**src/hdl/fpsf_pkg.sv**
```systemverilog
// Purpose: shared constants and types for the function power-state controller
// Assumes: one package for the single design file
// Notes:   power-state field encodings follow the standard power-management field
package fpsf_pkg;
  localparam int unsigned FPSF_NUM_FUNC = 4;
  localparam logic [1:0]  FPSF_PS_D0    = 2'h0;
  localparam logic [1:0]  FPSF_PS_D1    = 2'h1;
  localparam logic [1:0]  FPSF_PS_D2    = 2'h2;
  localparam logic [1:0]  FPSF_PS_D3    = 2'h3;
  // link state encoding on the link request output
  localparam logic [2:0]  FPSF_LINK_L0  = 3'h0;
  localparam logic [2:0]  FPSF_LINK_L1  = 3'h1;
  localparam logic [2:0]  FPSF_LINK_L2  = 3'h2;
  localparam logic [2:0]  FPSF_LINK_L3  = 3'h3;
  localparam logic [2:0]  FPSF_LINK_OFF = 3'h4;
  // device-state summary encoding, most active first
  localparam logic [1:0]  FPSF_DEV_D0   = 2'h0;
  localparam logic [1:0]  FPSF_DEV_D3H  = 2'h1;
  localparam logic [1:0]  FPSF_DEV_RST  = 2'h2;
  typedef enum logic [1:0] {
    FPSF_RESET_HELD,
    FPSF_UNINIT_D0,
    FPSF_ACTIVE_D0,
    FPSF_D3HOT
  } fpsf_state_t;
endpackage

```
**src/hdl/fpsf_top.sv**
```systemverilog
// Purpose: per-function power-state machines with a device-level summary
// Assumes: configuration writes arrive as one-cycle strobes on core_clk_i
// Notes:   d3cold is represented by the reset-held state; aux power picks L2 or L3
`timescale 1ns/1ns

module fpsf_top (
  // clock, reset, enable
  input  wire logic                       core_clk_i,
  input  wire logic                       rstn_i,
  input  wire logic                       clk_en_i,
  // pins
  input  wire logic                       fundamental_reset_n_i,
  input  wire logic                       aux_power_i,
  input  wire logic                       wake_event_i,
  // pcie core events
  input  wire logic                       inband_reset_i,
  input  wire logic                       link_in_l0_i,
  input  wire logic [fpsf_pkg::FPSF_NUM_FUNC-1:0] tlp_rx_valid_i,
  input  wire logic                       tlp_is_cfg_msg_i,
  input  wire logic                       tlp_is_cpl_i,
  input  wire logic                       err_report_en_i,
  input  wire logic [fpsf_pkg::FPSF_NUM_FUNC-1:0] tlp_outstanding_i,
  // configuration writes per function
  input  wire logic [fpsf_pkg::FPSF_NUM_FUNC-1:0] pm_wr_i,
  input  wire logic [1:0]                 pm_state_i,
  input  wire logic [fpsf_pkg::FPSF_NUM_FUNC-1:0] cmd_wr_i,
  input  wire logic                       cmd_mem_en_i,
  input  wire logic                       cmd_io_en_i,
  // eeprom loader
  input  wire logic                       eeprom_busy_i,
  input  wire logic                       eeprom_done_i,
  input  wire logic                       pm_enable_bit_i,
  input  wire logic                       apm_wake_default_bit_i,
  input  wire logic                       mng_or_wake_needed_i,
  // wake registers written by software
  input  wire logic                       wake_control_wr_i,
  input  wire logic                       wake_control_apm_i,
  input  wire logic                       wake_filter_control_wr_i,
  input  wire logic [7:0]                 wake_filter_control_i,
  // outputs
  output logic [1:0]                      device_state_o,
  output logic [2:0]                      link_req_o,
  output logic                            link_enable_o,
  output logic                            eeprom_load_o,
  output logic                            phy_reset_o,
  output logic                            phy_low_speed_o,
  output logic [fpsf_pkg::FPSF_NUM_FUNC-1:0] func_enable_o,
  output logic [fpsf_pkg::FPSF_NUM_FUNC-1:0] mem_io_en_o,
  output logic [fpsf_pkg::FPSF_NUM_FUNC-1:0] master_en_o,
  output logic [fpsf_pkg::FPSF_NUM_FUNC-1:0] tlp_sched_en_o,
  output logic [fpsf_pkg::FPSF_NUM_FUNC-1:0] rx_discard_o,
  output logic                            ur_o,
  output logic                            uc_o,
  output logic                            err_msg_o,
  output logic                            apm_wake_en_o,
  output logic [7:0]                      wake_filter_o,
  output logic                            sideband_wake_request_n_o,
  output logic                            pm_disabled_o
);
  import fpsf_pkg::*;
  localparam int unsigned NF = FPSF_NUM_FUNC;

  // reset release and pin synchronisers
  logic       rst_s1_q, rst_n_q;
  // the wake source is a pin as well, so it rides in the same synchroniser
  logic [2:0] pin_s1_q, pin_s2_q;
  always_ff @(posedge core_clk_i or negedge rstn_i) begin
    if (!rstn_i) begin
      rst_s1_q <= 1'b0;
      rst_n_q  <= 1'b0;
    end else begin
      rst_s1_q <= 1'b1;
      rst_n_q  <= rst_s1_q;
    end
  end
  always_ff @(posedge core_clk_i or negedge rst_n_q) begin
    if (!rst_n_q) begin
      pin_s1_q <= 3'h0;
      pin_s2_q <= 3'h0;
    end else if (clk_en_i) begin
      pin_s1_q <= {wake_event_i, aux_power_i, fundamental_reset_n_i};
      pin_s2_q <= pin_s1_q;
    end
  end
  wire perst_n  = pin_s2_q[0];
  wire aux_pwr  = pin_s2_q[1];
  wire wake_pin = pin_s2_q[2];
  wire any_rst  = !perst_n || inband_reset_i;

  // eeprom load phase: load runs after reset release, link only after it
  logic loading_q, loaded_q;
  wire  load_start = !any_rst && !loading_q && !loaded_q;
  always_ff @(posedge core_clk_i or negedge rst_n_q) begin
    if (!rst_n_q) begin
      loading_q <= 1'b0;
      loaded_q  <= 1'b0;
    end else if (clk_en_i) begin
      if (any_rst) begin
        loading_q <= 1'b0;
        loaded_q  <= 1'b0;
      end else if (load_start) begin
        loading_q <= 1'b1;
      end else if (loading_q && eeprom_done_i) begin
        loading_q <= 1'b0;
        loaded_q  <= 1'b1;
      end
    end
  end

  // pm disable strap is taken once the load has completed
  logic pm_en_q;
  always_ff @(posedge core_clk_i or negedge rst_n_q) begin
    if (!rst_n_q) pm_en_q <= 1'b1;
    else if (clk_en_i && loading_q && eeprom_done_i) pm_en_q <= pm_enable_bit_i;
  end

  // per-function state machines
  fpsf_state_t st_q [NF];
  fpsf_state_t st_d [NF];
  logic [NF-1:0] mem_io_q, in_d3, in_d0, in_d0u, enter_d3, exit_d3;
  genvar g;
  generate
    for (g = 0; g < NF; g++) begin : g_fn
      wire wr_d0  = pm_wr_i[g] && pm_state_i == FPSF_PS_D0;
      wire wr_d3  = pm_wr_i[g] && pm_state_i == FPSF_PS_D3 && pm_en_q;
      wire cmd_on = cmd_wr_i[g] && (cmd_mem_en_i || cmd_io_en_i);
      always_comb begin
        st_d[g] = st_q[g];
        // D1/D2 writes match no transition and fall through unchanged
        unique case (st_q[g])
          FPSF_RESET_HELD: if (!any_rst) st_d[g] = FPSF_UNINIT_D0;
          FPSF_UNINIT_D0:  if (wr_d3) st_d[g] = FPSF_D3HOT;
                           else if (cmd_on && loaded_q) st_d[g] = FPSF_ACTIVE_D0;
          FPSF_ACTIVE_D0:  if (wr_d3) st_d[g] = FPSF_D3HOT;
          FPSF_D3HOT:      if (wr_d0) st_d[g] = FPSF_UNINIT_D0;
        endcase
        if (any_rst) st_d[g] = FPSF_RESET_HELD;
      end
      always_ff @(posedge core_clk_i or negedge rst_n_q) begin
        if (!rst_n_q) st_q[g] <= FPSF_RESET_HELD;
        else if (clk_en_i) st_q[g] <= st_d[g];
      end
      assign in_d3[g]    = st_q[g] == FPSF_D3HOT;
      assign in_d0[g]    = st_q[g] == FPSF_ACTIVE_D0 || st_q[g] == FPSF_UNINIT_D0;
      assign in_d0u[g]   = st_q[g] == FPSF_UNINIT_D0;
      assign enter_d3[g] = st_d[g] == FPSF_D3HOT && !in_d3[g];
      assign exit_d3[g]  = in_d3[g] && st_d[g] != FPSF_D3HOT;
      // command enables: D3hot entry clears them
      always_ff @(posedge core_clk_i or negedge rst_n_q) begin
        if (!rst_n_q) mem_io_q[g] <= 1'b0;
        else if (clk_en_i) begin
          if (any_rst || enter_d3[g]) mem_io_q[g] <= 1'b0;
          else if (cmd_wr_i[g]) mem_io_q[g] <= cmd_mem_en_i || cmd_io_en_i;
        end
      end
    end
  endgenerate

  // device-level summary and link mapping
  wire       any_d0  = |in_d0;
  wire       any_d3  = |in_d3;
  wire [1:0] dev_d   = any_d0 ? FPSF_DEV_D0 : any_d3 ? FPSF_DEV_D3H : FPSF_DEV_RST;
  wire [NF-1:0] quiet = in_d3 & ~tlp_outstanding_i;
  wire       d3_quiet = any_d3 && !any_d0 && (&(quiet | ~in_d3));
  wire       rx_bad   = |(tlp_rx_valid_i & in_d3);
  wire       rx_ur    = rx_bad && !tlp_is_cfg_msg_i && !tlp_is_cpl_i;
  wire       rx_uc    = rx_bad && tlp_is_cpl_i;
  logic      err_pend_q;
  wire [2:0] link_d = any_rst        ? (aux_pwr ? FPSF_LINK_L2 : FPSF_LINK_L3) :
                      !loaded_q      ? FPSF_LINK_OFF :
                      err_pend_q     ? FPSF_LINK_L0 :
                      d3_quiet       ? FPSF_LINK_L1 : FPSF_LINK_L0;

  // error message waits for the link to reach L0
  always_ff @(posedge core_clk_i or negedge rst_n_q) begin
    if (!rst_n_q) err_pend_q <= 1'b0;
    else if (clk_en_i) begin
      if (any_rst) err_pend_q <= 1'b0;
      else if ((rx_ur || rx_uc) && err_report_en_i) err_pend_q <= 1'b1;
      else if (link_in_l0_i) err_pend_q <= 1'b0;
    end
  end

  // wake settings: frozen in D3hot, APM kept until software clears it or the next eeprom load reloads it
  logic       apm_q;
  logic [7:0] filt_q;
  always_ff @(posedge core_clk_i or negedge rst_n_q) begin
    if (!rst_n_q) begin
      apm_q  <= 1'b0;
      filt_q <= 8'h00;
    end else if (clk_en_i) begin
      if (loading_q && eeprom_done_i) begin
        apm_q  <= apm_wake_default_bit_i;
        filt_q <= 8'h00;
      end else if (!any_d3 && pm_en_q) begin
        if (wake_control_wr_i) apm_q <= wake_control_apm_i;
        if (wake_filter_control_wr_i) filt_q <= wake_filter_control_i;
      end
    end
  end
  wire wake_armed = (apm_q || |filt_q) && wake_pin && !any_d0;

  // registered outputs
  always_ff @(posedge core_clk_i or negedge rst_n_q) begin
    if (!rst_n_q) begin
      device_state_o <= FPSF_DEV_RST;
      link_req_o     <= FPSF_LINK_OFF;
      link_enable_o  <= 1'b0;
      eeprom_load_o  <= 1'b0;
      phy_reset_o    <= 1'b1;
      phy_low_speed_o <= 1'b0;
      func_enable_o  <= '0;
      mem_io_en_o    <= '0;
      master_en_o    <= '0;
      tlp_sched_en_o <= '0;
      rx_discard_o   <= '0;
      ur_o           <= 1'b0;
      uc_o           <= 1'b0;
      err_msg_o      <= 1'b0;
      apm_wake_en_o  <= 1'b0;
      wake_filter_o  <= 8'h00;
      sideband_wake_request_n_o <= 1'b1;
      pm_disabled_o  <= 1'b0;
    end else if (clk_en_i) begin
      device_state_o <= dev_d;
      link_req_o     <= link_d;
      link_enable_o  <= loaded_q && !any_rst;
      eeprom_load_o  <= loading_q;
      phy_reset_o    <= any_rst || loading_q || eeprom_busy_i;
      phy_low_speed_o <= any_d3 && !any_d0 && mng_or_wake_needed_i;
      func_enable_o  <= {NF{1'b0}} | (mem_io_q & ~in_d3 & ~in_d0u);
      mem_io_en_o    <= mem_io_q;
      master_en_o    <= mem_io_q & ~in_d3 & ~in_d0u;
      tlp_sched_en_o <= ~in_d3;
      rx_discard_o   <= exit_d3;
      ur_o           <= rx_ur;
      uc_o           <= rx_uc;
      err_msg_o      <= err_pend_q && link_in_l0_i;
      apm_wake_en_o  <= apm_q;
      wake_filter_o  <= filt_q;
      sideband_wake_request_n_o <= !(wake_armed && any_rst && aux_pwr);
      pm_disabled_o  <= !pm_en_q;
    end
  end

  // assertions: function state transitions
  a_reset_held: assert property (@(posedge core_clk_i) disable iff (!rst_n_q)
    clk_en_i && any_rst |=> st_q[0] == FPSF_RESET_HELD)
    else $error("reset did not force reset-held");
  a_d0_entry: assert property (@(posedge core_clk_i) disable iff (!rst_n_q)
    clk_en_i && st_q[2] == FPSF_D3HOT && pm_wr_i[2] && pm_state_i == FPSF_PS_D0
    && !any_rst |=> st_q[2] == FPSF_UNINIT_D0)
    else $error("d0 write did not leave d3hot");
  a_d3_entry: assert property (@(posedge core_clk_i) disable iff (!rst_n_q)
    clk_en_i && in_d0[0] && pm_wr_i[0] && pm_state_i == FPSF_PS_D3 && pm_en_q
    && !any_rst |=> st_q[0] == FPSF_D3HOT)
    else $error("d3 write did not enter d3hot");
  a_active_entry: assert property (@(posedge core_clk_i) disable iff (!rst_n_q)
    clk_en_i && in_d0u[0] && cmd_wr_i[0] && (cmd_mem_en_i || cmd_io_en_i) && loaded_q
    && !pm_wr_i[0] && !any_rst |=> st_q[0] == FPSF_ACTIVE_D0)
    else $error("command enable did not activate");
  a_d1_ignored: assert property (@(posedge core_clk_i) disable iff (!rst_n_q)
    clk_en_i && pm_wr_i[0] && (pm_state_i == FPSF_PS_D1 || pm_state_i == FPSF_PS_D2)
    && !any_rst && !cmd_wr_i[0] && st_q[0] != FPSF_RESET_HELD |=> $stable(st_q[0]))
    else $error("d1 or d2 write changed state");
  a_pm_off_no_d3: assert property (@(posedge core_clk_i) disable iff (!rst_n_q)
    clk_en_i && !pm_en_q && !in_d3[0] |=> !in_d3[0])
    else $error("d3hot entered with power management off");
  a_en_freeze: assert property (@(posedge core_clk_i) disable iff (!rst_n_q)
    !clk_en_i |=> $stable(st_q[0]) && $stable(device_state_o) && $stable(link_req_o))
    else $error("state moved with clock enable low");

  // assertions: d3hot side effects
  a_d3_link_l1: assert property (@(posedge core_clk_i) disable iff (!rst_n_q)
    clk_en_i && d3_quiet && !err_pend_q && loaded_q && !any_rst
    |=> link_req_o == FPSF_LINK_L1)
    else $error("d3hot did not request L1");
  a_d3_clr_en: assert property (@(posedge core_clk_i) disable iff (!rst_n_q)
    clk_en_i && enter_d3[0] |=> !mem_io_q[0] ##1 (!master_en_o[0] || !$past(clk_en_i)))
    else $error("enables survive d3 entry");
  a_d3_no_master: assert property (@(posedge core_clk_i) disable iff (!rst_n_q)
    clk_en_i && in_d3[1] |=> !master_en_o[1])
    else $error("master enabled in d3hot");
  a_d3_no_sched: assert property (@(posedge core_clk_i) disable iff (!rst_n_q)
    clk_en_i && in_d3[1] |=> !tlp_sched_en_o[1])
    else $error("tlp scheduling left on in d3hot");
  a_sched_d0: assert property (@(posedge core_clk_i) disable iff (!rst_n_q)
    clk_en_i && !in_d3[1] |=> tlp_sched_en_o[1])
    else $error("tlp scheduling off outside d3hot");
  a_d3_filt_hold: assert property (@(posedge core_clk_i) disable iff (!rst_n_q)
    clk_en_i && any_d3 && !(loading_q && eeprom_done_i) |=> $stable(filt_q))
    else $error("wake filters changed in d3hot");
  a_ur_report: assert property (@(posedge core_clk_i) disable iff (!rst_n_q)
    clk_en_i && (tlp_rx_valid_i & in_d3) != '0 && !tlp_is_cfg_msg_i && !tlp_is_cpl_i
    |=> ur_o)
    else $error("unsupported request not flagged");
  a_uc_report: assert property (@(posedge core_clk_i) disable iff (!rst_n_q)
    clk_en_i && (tlp_rx_valid_i & in_d3) != '0 && tlp_is_cpl_i |=> uc_o)
    else $error("unexpected completion not flagged");
  a_ur_no_cfg: assert property (@(posedge core_clk_i) disable iff (!rst_n_q)
    clk_en_i && tlp_is_cfg_msg_i && !tlp_is_cpl_i |=> !ur_o && !uc_o)
    else $error("config or message request flagged");
  a_err_link: assert property (@(posedge core_clk_i) disable iff (!rst_n_q)
    clk_en_i && err_pend_q && loaded_q && !any_rst |=> link_req_o == FPSF_LINK_L0)
    else $error("pending error did not request L0");
  a_err_msg: assert property (@(posedge core_clk_i) disable iff (!rst_n_q)
    clk_en_i && err_pend_q && link_in_l0_i |=> err_msg_o)
    else $error("error message not sent in L0");
  a_rx_discard: assert property (@(posedge core_clk_i) disable iff (!rst_n_q)
    clk_en_i && exit_d3[0] |=> rx_discard_o[0])
    else $error("held receive packets not discarded on exit");
  a_low_speed: assert property (@(posedge core_clk_i) disable iff (!rst_n_q)
    clk_en_i && any_d3 && !any_d0 && mng_or_wake_needed_i |=> phy_low_speed_o)
    else $error("phy kept at full speed in d3hot");

  // assertions: reset, load and device summary
  a_phy_in_rst: assert property (@(posedge core_clk_i) disable iff (!rst_n_q)
    clk_en_i && loading_q |=> phy_reset_o)
    else $error("phy released during eeprom load");
  a_link_off: assert property (@(posedge core_clk_i) disable iff (!rst_n_q)
    clk_en_i && !loaded_q |=> !link_enable_o)
    else $error("link enabled before eeprom load");
  a_load_link: assert property (@(posedge core_clk_i) disable iff (!rst_n_q)
    clk_en_i && loaded_q && !any_rst |=> link_enable_o)
    else $error("link not enabled after eeprom load");
  a_apm_load: assert property (@(posedge core_clk_i) disable iff (!rst_n_q)
    clk_en_i && loading_q && eeprom_done_i |=> apm_q == $past(apm_wake_default_bit_i)
    && filt_q == 8'h00)
    else $error("wake settings not set up by the load");
  a_pm_disabled: assert property (@(posedge core_clk_i) disable iff (!rst_n_q)
    clk_en_i |=> pm_disabled_o == !$past(pm_en_q))
    else $error("pm disable flag does not follow the strap");
  a_dev_d0: assert property (@(posedge core_clk_i) disable iff (!rst_n_q)
    clk_en_i && any_d0 |=> device_state_o == FPSF_DEV_D0)
    else $error("device state not d0 with a d0 function");
  a_d0_no_l1: assert property (@(posedge core_clk_i) disable iff (!rst_n_q)
    clk_en_i && any_d0 && loaded_q && !any_rst |=> link_req_o == FPSF_LINK_L0)
    else $error("link left L0 with a d0 function");
  a_func_on: assert property (@(posedge core_clk_i) disable iff (!rst_n_q)
    clk_en_i && st_q[0] == FPSF_ACTIVE_D0 && mem_io_q[0] |=> func_enable_o[0])
    else $error("active function not enabled");
  a_wake_pin: assert property (@(posedge core_clk_i) disable iff (!rst_n_q)
    clk_en_i && !any_rst |=> sideband_wake_request_n_o)
    else $error("wake request outside reset-held");
  a_l3_noaux: assert property (@(posedge core_clk_i) disable iff (!rst_n_q)
    clk_en_i && any_rst && !aux_pwr |=> link_req_o == FPSF_LINK_L3)
    else $error("reset without aux power not mapped to L3");

  // covers for the main scenarios
  c_active: cover property (@(posedge core_clk_i) st_q[0] == FPSF_ACTIVE_D0);
  c_d3: cover property (@(posedge core_clk_i) in_d3[2] ##1 st_q[2] == FPSF_UNINIT_D0);
  c_err: cover property (@(posedge core_clk_i) err_msg_o);
  c_l1: cover property (@(posedge core_clk_i) link_req_o == FPSF_LINK_L1);
  c_freeze: cover property (@(posedge core_clk_i) !clk_en_i ##1 clk_en_i);
endmodule // fpsf_top
```
**config.mk**
```make
export PLATFORM = sky130hd
export DESIGN_NAME = fpsf_top
export DESIGN_NICKNAME = d
export VERILOG_FILES = /design/src/hdl/fpsf_pkg.sv /design/src/hdl/fpsf_top.sv
export SDC_FILE = /design/constraint.sdc
export NUM_CORES = 1
export LEC_CHECK = 0
export BUFFER_PORTS_ARGS = -buffer_cell sky130_fd_sc_hd__buf_2
export CORE_ASPECT_RATIO = 1.1
export CORE_MARGIN = 1
export CORE_UTILIZATION = 53
export DETAILED_ROUTE_END_ITERATION = 7
export MAX_ROUTING_LAYER = met4
export PLACE_DENSITY = 0.78
export SYNTH_ARGS = -nofsm -noshare
export SYNTH_HDL_FRONTEND = slang
export SYNTH_SLANG_ARGS = --single-unit
export TNS_END_PERCENT = 5
```
**constraint.sdc**
```tcl
create_clock -name core_clk_i -period 2.7 [get_ports core_clk_i]
set_input_delay 0.27 -clock core_clk_i [delete_from_list [all_inputs] [get_ports core_clk_i]]
set_output_delay 0.27 -clock core_clk_i [all_outputs]
set_load 0.01 [all_outputs]
```
== After elaboration in Yosys (flattened, before gate mapping) ==
Cells that the tools add are included.

* Mux-type cells: 54
* Reduce and logical (&&, ||, !) cells: 104
* Bitwise operators: 8
* Equal/unequal tests: 22

{| class="wikitable"
|+ Operators with widths
! operator !! count
|-
| $logic_and A1 B1 Y1 || 47
|-
| $mux W2 || 22
|-
| $pmux W2 S4 || 4
|-
| $eq A2 B2 Y1 const B || 13
|-
| $mux W8 || 3
|-
| $mux W1 || 23
|-
| $and A4 B4 Y4 || 4
|-
| $reduce_bool A2 Y1 || 8
|-
| $logic_not A1 Y1 || 14
|-
| $logic_or A1 B1 Y1 || 14
|-
| $not A4 Y4 || 3
|-
| $reduce_and A2 Y1 || 6
|-
| $reduce_or A4 Y1 || 3
|-
| $logic_not A2 Y1 || 5
|-
| $ne A2 B2 Y1 const B || 5
|-
| $reduce_and A3 Y1 || 3
|-
| $eq A2 B1 Y1 const B || 4
|-
| $reduce_or A8 Y1 || 1
|-
| $mux W3 || 2
|-
| $reduce_bool A3 Y1 || 2
|-
| $or A4 B4 Y4 || 1
|-
| $reduce_and A4 Y1 || 1
|}

* Word-level logic and storage cells: 223
* Bits of input ports: 47
* Output and inout port bits: 43
* Register bits: 72

== Depth between registers and ports, before layout ==
* Depth after elaboration: 12
* Mapped depth: 6
* Gate-level depth less buffers: 6

== Worst setup path after synthesis ==
Ideal clock, no wire load.

* Kind: register to register
* From: register st_q[1] (netlist bit)
* To: register filt_q[0]
* Period minus slack after synthesis: 1.746 ns
* Path slack: 0.954 ns
* Arrival time: 1.666 ns
* Buffers on the path: 0
* Data required time: 2.621 ns
* Stages on the path, launching flop included: 6
* Cell sequence: dfrtp_1 -> ha_1 -> nor4_4 -> nand3_2 -> a21oi_4 -> mux2i_1

* Word-level cells in the longest chain between the ends: 6

{| class="wikitable"
|+ RTL lines
! what !! line !! source
|-
| start: declaration || fpsf_top.sv:118 || <nowiki>fpsf_state_t st_q [NF];</nowiki>
|-
| start signal: indexed assignment || fpsf_top.sv:141 || <nowiki>else if (clk_en_i) st_q[g] <= st_d[g];</nowiki>
|-
| $eq A2 B2 Y1 || fpsf_top.sv:143 || <nowiki>assign in_d3[g] = st_q[g] == FPSF_D3HOT;</nowiki>
|-
| $reduce_or A4 Y1 || fpsf_top.sv:161 || <nowiki>wire any_d3 = |in_d3;</nowiki>
|-
| $logic_not A1 Y1 || fpsf_top.sv:195 || <nowiki>end else if (!any_d3 && pm_en_q) begin</nowiki>
|-
| $logic_and A1 B1 Y1 || fpsf_top.sv:195 ||
|-
| $reduce_bool A2 Y1 (no source line) || -- ||
|-
| $reduce_and A3 Y1 (no source line) || -- ||
|-
| end signal: assignment || fpsf_top.sv:197 || <nowiki>if (wake_filter_control_wr_i) filt_q <= wake_filter_control_i;</nowiki>
|-
| end: declaration || fpsf_top.sv:186 || <nowiki>logic [7:0] filt_q;</nowiki>
|}

Every way passes these cells.
A chain may end at the register's enable or synchronous reset.

== Final worst setup path ==
* From: register st_q[1] (netlist bit)
* To: register filt_q[5]

Same word-level chain as after synthesis.

==> impl_metrics.csv <==
group,metric,value,unit
sta,worst_slack,0.682,ns
cts,cts_resized,0,
logic_synthesis,syn_inst,333,
global_routing,grt_max_degree,45,
power,p_leak,2.17,nW
final_layout,diodes,0,
sta,final_hold_viol_count,0,
final_layout,syn2layout_area_growth,21.2,%
cts,path_clk_slew,0.08,ns
logic_synthesis,yosysTopAreaCellShare,0.464,
outcome,status,"finished clean",
logic_synthesis,syn_avg_cell_area,10.8,um^2
final_layout,nets,489,
worst_setup_path,crit_buf_inv,0,
worst_setup_path,worstPathCellList,"ha_1 > nor4_4 > nand3_2 > a21oi_4 > mux2i_1",
power,power_frac_seq,0.461,
global_routing,antenna_found_initial,0,
sta,fmax,0.495,GHz
detailed_routing,via_per_inst,5.82,
logic_synthesis,yosysMostFrequentCell,"dfrtp_1",
power,irDropWorstVdd,0.604,mV
worst_setup_path,critical_path.top_delay_family,"simple AND/OR/NAND/NOR gates",
logic_synthesis,synth_area,3610,um^2
logic_synthesis,ys_seq_elements,72,
cts,cts_hold_buf,1,
detailed_routing,detail-route-antenna-nets,0,
final_layout,design_area,4380,um^2
placed_design,post-dp-hpwl,6100,um
floorplan,dieArea,7150,um^2
sta,worstMarginPinSlew,0.683,ns
final_layout,drive_gt1_frac,0.333,
logic_synthesis,yosys_warnings,0,
power,p_per_area,701,nW/um^2
sta,hold_ws,0.114,ns
sta,fin_crit_sh,0.747,
detailed_routing,drc,0,
logic_synthesis,synth_common_cells,"67 x dfrtp_1, 34 x inv_1, 25 x o21ai_0",
floorplan,fp.coreArea,6590,um^2
worst_setup_path,cp_slowest_cell,"dfrtp_1",
power,switching_share,0.295,
worst_setup_path,crit_fanout,8,
floorplan,row_count,31,
sta,relSlewSlack,0.539,
logic_synthesis,synth_ff_type,"dfrtp_1",
final_layout,nFillCells,555,
floorplan,io_pins,90,
cts,cts.sinks,72,
cts,h-tree-depth,3,
logic_synthesis,synth_edf_count,0,
logic_synthesis,synth.distinct_cells,45,
sta,clock_skew,0.00656,ns
sta,finalSetupViolations,0,
power,totalPowerFinal,3.07,mW
logic_synthesis,synth_top_area_cell,"dfrtp_1",
sta,finalCriticalPeriod,2.02,ns
placed_design,placed_cells,492,
run,max_cap_viol_count,0,
worst_setup_path,critPathMaxStageDelay,0.47,ns
placed_design,portBuffers,89,
logic_synthesis,synth-async-reset-ratio,1.00,
sta,maxSlewViolCount,0,
detailed_routing,vias,2962,
power,p_int,2.16,mW
sta,rsz0062_at_grt,"no",
cts,worstSkewPairLatency,0.35,ns
floorplan,start_util,0.548,
cts,cts_tree,"built",
worst_setup_path,cp.required,2.98,ns
detailed_routing,routed_wl,8660,um
global_routing,overflow,0,
power,combPwrFrac,0.197,
floorplan,die_x,80.7,um
hold_path,hold_class,"input pin to flop",
global_routing,grt_usage,0.281,
worst_setup_path,crit_type,"flop to flop",
final_layout,multi_input_comb_area,1600,um^2
placed_design,place_ws,0.700,ns
worst_setup_path,worstPathArrival,2.29,ns
logic_synthesis,ys_seq_area_frac,0.501,
final_layout,post-route-util,0.664,
worst_setup_path,end_kind,"flop",
detailed_routing,drtPass1Iterations,5,
final_layout,seq_area,1810,um^2
worst_setup_path,cp-start-kind,"flop",
cts,clk_path_buf_depth,2,
logic_synthesis,ys_top_cells_by_area,"dfrtp_1 46%, ha_1 6.9%, mux2_2 6.5%",
cts,cts_made_buffers,9,
cts,postCtsSetupBuffers,0,
cts,cts-root-buf,"clkbuf_8",
power,clkPwrFrac,0.343,
global_routing,grt_pass1_wl,14400,um
placed_design,place_area,4120,um^2
logic_synthesis,syn_nets,400,
detailed_routing,drt_iter0_drc,194,
placed_design,gp_congestion,0.934,
sta,final.setup.tns,0,ns
final_layout,fin_cells,509,
floorplan,die_h,88.6,um
global_routing,grt_pass1_vias,2980,
detailed_routing,wl_per_cell,17.0,um
power,power.switching,0.906,mW
-- logic make-up after synthesis --
| family | after synthesis | synth area share |
|---|---|---|
| other | 1 | 0.00104 |
| buffers and inverters | 50 | 0.0568 |
| muxes | 29 | 0.0877 |
| adders and majority gates | 20 | 0.0693 |
| DFF | 72 | 0.501 |
| and+or+nand+nor | 74 | 0.120 |
| AOI/OAI and AO/OA | 87 | 0.164 |
-- flip-flops by register name, summed over array words and instances, names as in the netlist, 2 cells and up --
register        count
mem_io_en_o         4
filt_q              8
master_en_o         4
pin_s1_q            3
wake_filter_o       8
rx_discard_o        4
tlp_sched_en_o      4
link_req_o          3
mem_io_q            4
pin_s2_q            3
st_q                8
device_state_o      2
-- cell usage in the layout (no fill, tap or decap), types with 2 or more instances in the layout --
cell type / Yosys / routed
mux2_2: 21 / 21
bufinv_16: 0 / 3
mux2i_1: 8 / 8
nand3_1: 2 / 2
a22oi_1: 5 / 5
o211a_1: 4 / 4
and3b_1: 4 / 4
a211oi_1: 4 / 4
nor2_1: 7 / 7
or3b_2: 4 / 4
nand4_1: 2 / 2
nand3b_1: 2 / 2
clkinv_4: 0 / 2
o32ai_1: 8 / 8
o41ai_1: 5 / 5
buf_2: 2 / 89
inv_1: 34 / 34
o21ai_0: 25 / 25
buf_4: 4 / 2
nand2_1: 20 / 20
o31ai_1: 9 / 9
nand2b_1: 5 / 5
o2bb2ai_1: 2 / 2
clkbuf_8: 0 / 9
or4_1: 5 / 5
dfrtp_1: 67 / 66
nor3_1: 13 / 13
a31oi_1: 5 / 5
ha_1: 20 / 20
a21oi_1: 14 / 14
and4_1: 4 / 4
dfstp_2: 5 / 5
-- worst reg2reg max path: stages, from the launching register on --
cell and delay, ns:
dfrtp_1 0.47, ha_1 0.33, nor4_4 0.41, nand3_2 0.14
a21oi_4 0.35, mux2i_1 0.25
-- metal layers --
metal / GRT usage / routed length (um) / part of all wire / vias to the layer above
met5: - / 0 / 0 / -
met4: 0.148 / 244 / 0.028 / 0
met2: 0.430 / 4120 / 0.48 / 123
li1: - / - / - / 1391
met3: 0.0392 / 480 / 0.055 / 18
met1: 0.364 / 3820 / 0.44 / 1430
-- worst paths after layout --
check / to / start / cells after the start / slack, ns
worst max-delay path: filt_q[5]$_DFFE_PN0P_ / st_q[1]$_DFFE_PN0P_ / 5 / 0.68
worst min-delay path: ur_o$_DFFE_PN0P_ / tlp_is_cfg_msg_i / 2 / 0.11
worst max register to register: filt_q[5]$_DFFE_PN0P_ / st_q[1]$_DFFE_PN0P_ / 5 / 0.68
worst min register to register: uc_o$_DFFE_PN0P_ / rst_n_q$_DFF_PN0_ / 0 / 0.28
max in group asynchronous: phy_reset_o$_DFFE_PN1P_ / rst_n_q$_DFF_PN0_ / 1 / 1.71
min in group asynchronous: rst_s1_q$_DFF_PN0_ / rstn_i / 2 / 0.22
-- power groups by stage --
stage / logic (mW) / registers (mW) / clock network [mW]
floorplan: 0.327 / 1.45 / 0
global placement: 0.582 / 1.42 / 0
detailed placement: 0.597 / 1.43 / 0
CTS: 0.605 / 1.41 / 1.07
global route: 0.674 / 1.44 / 1.11
finish: 0.604 / 1.41 / 1.05
-- cell type report --
class / count / area share
Timing Repair Buffer: 93 / 0.112
Sequential cell: 72 / 0.413
Clock buffer: 9 / 0.0283
Inverter: 35 / 0.0300
Clock inverter: 7 / 0.0275
Multi-Input combinational cell: 211 / 0.365
Tap cell: 82 / 0.0234
(Power assumes the default switching activity.)
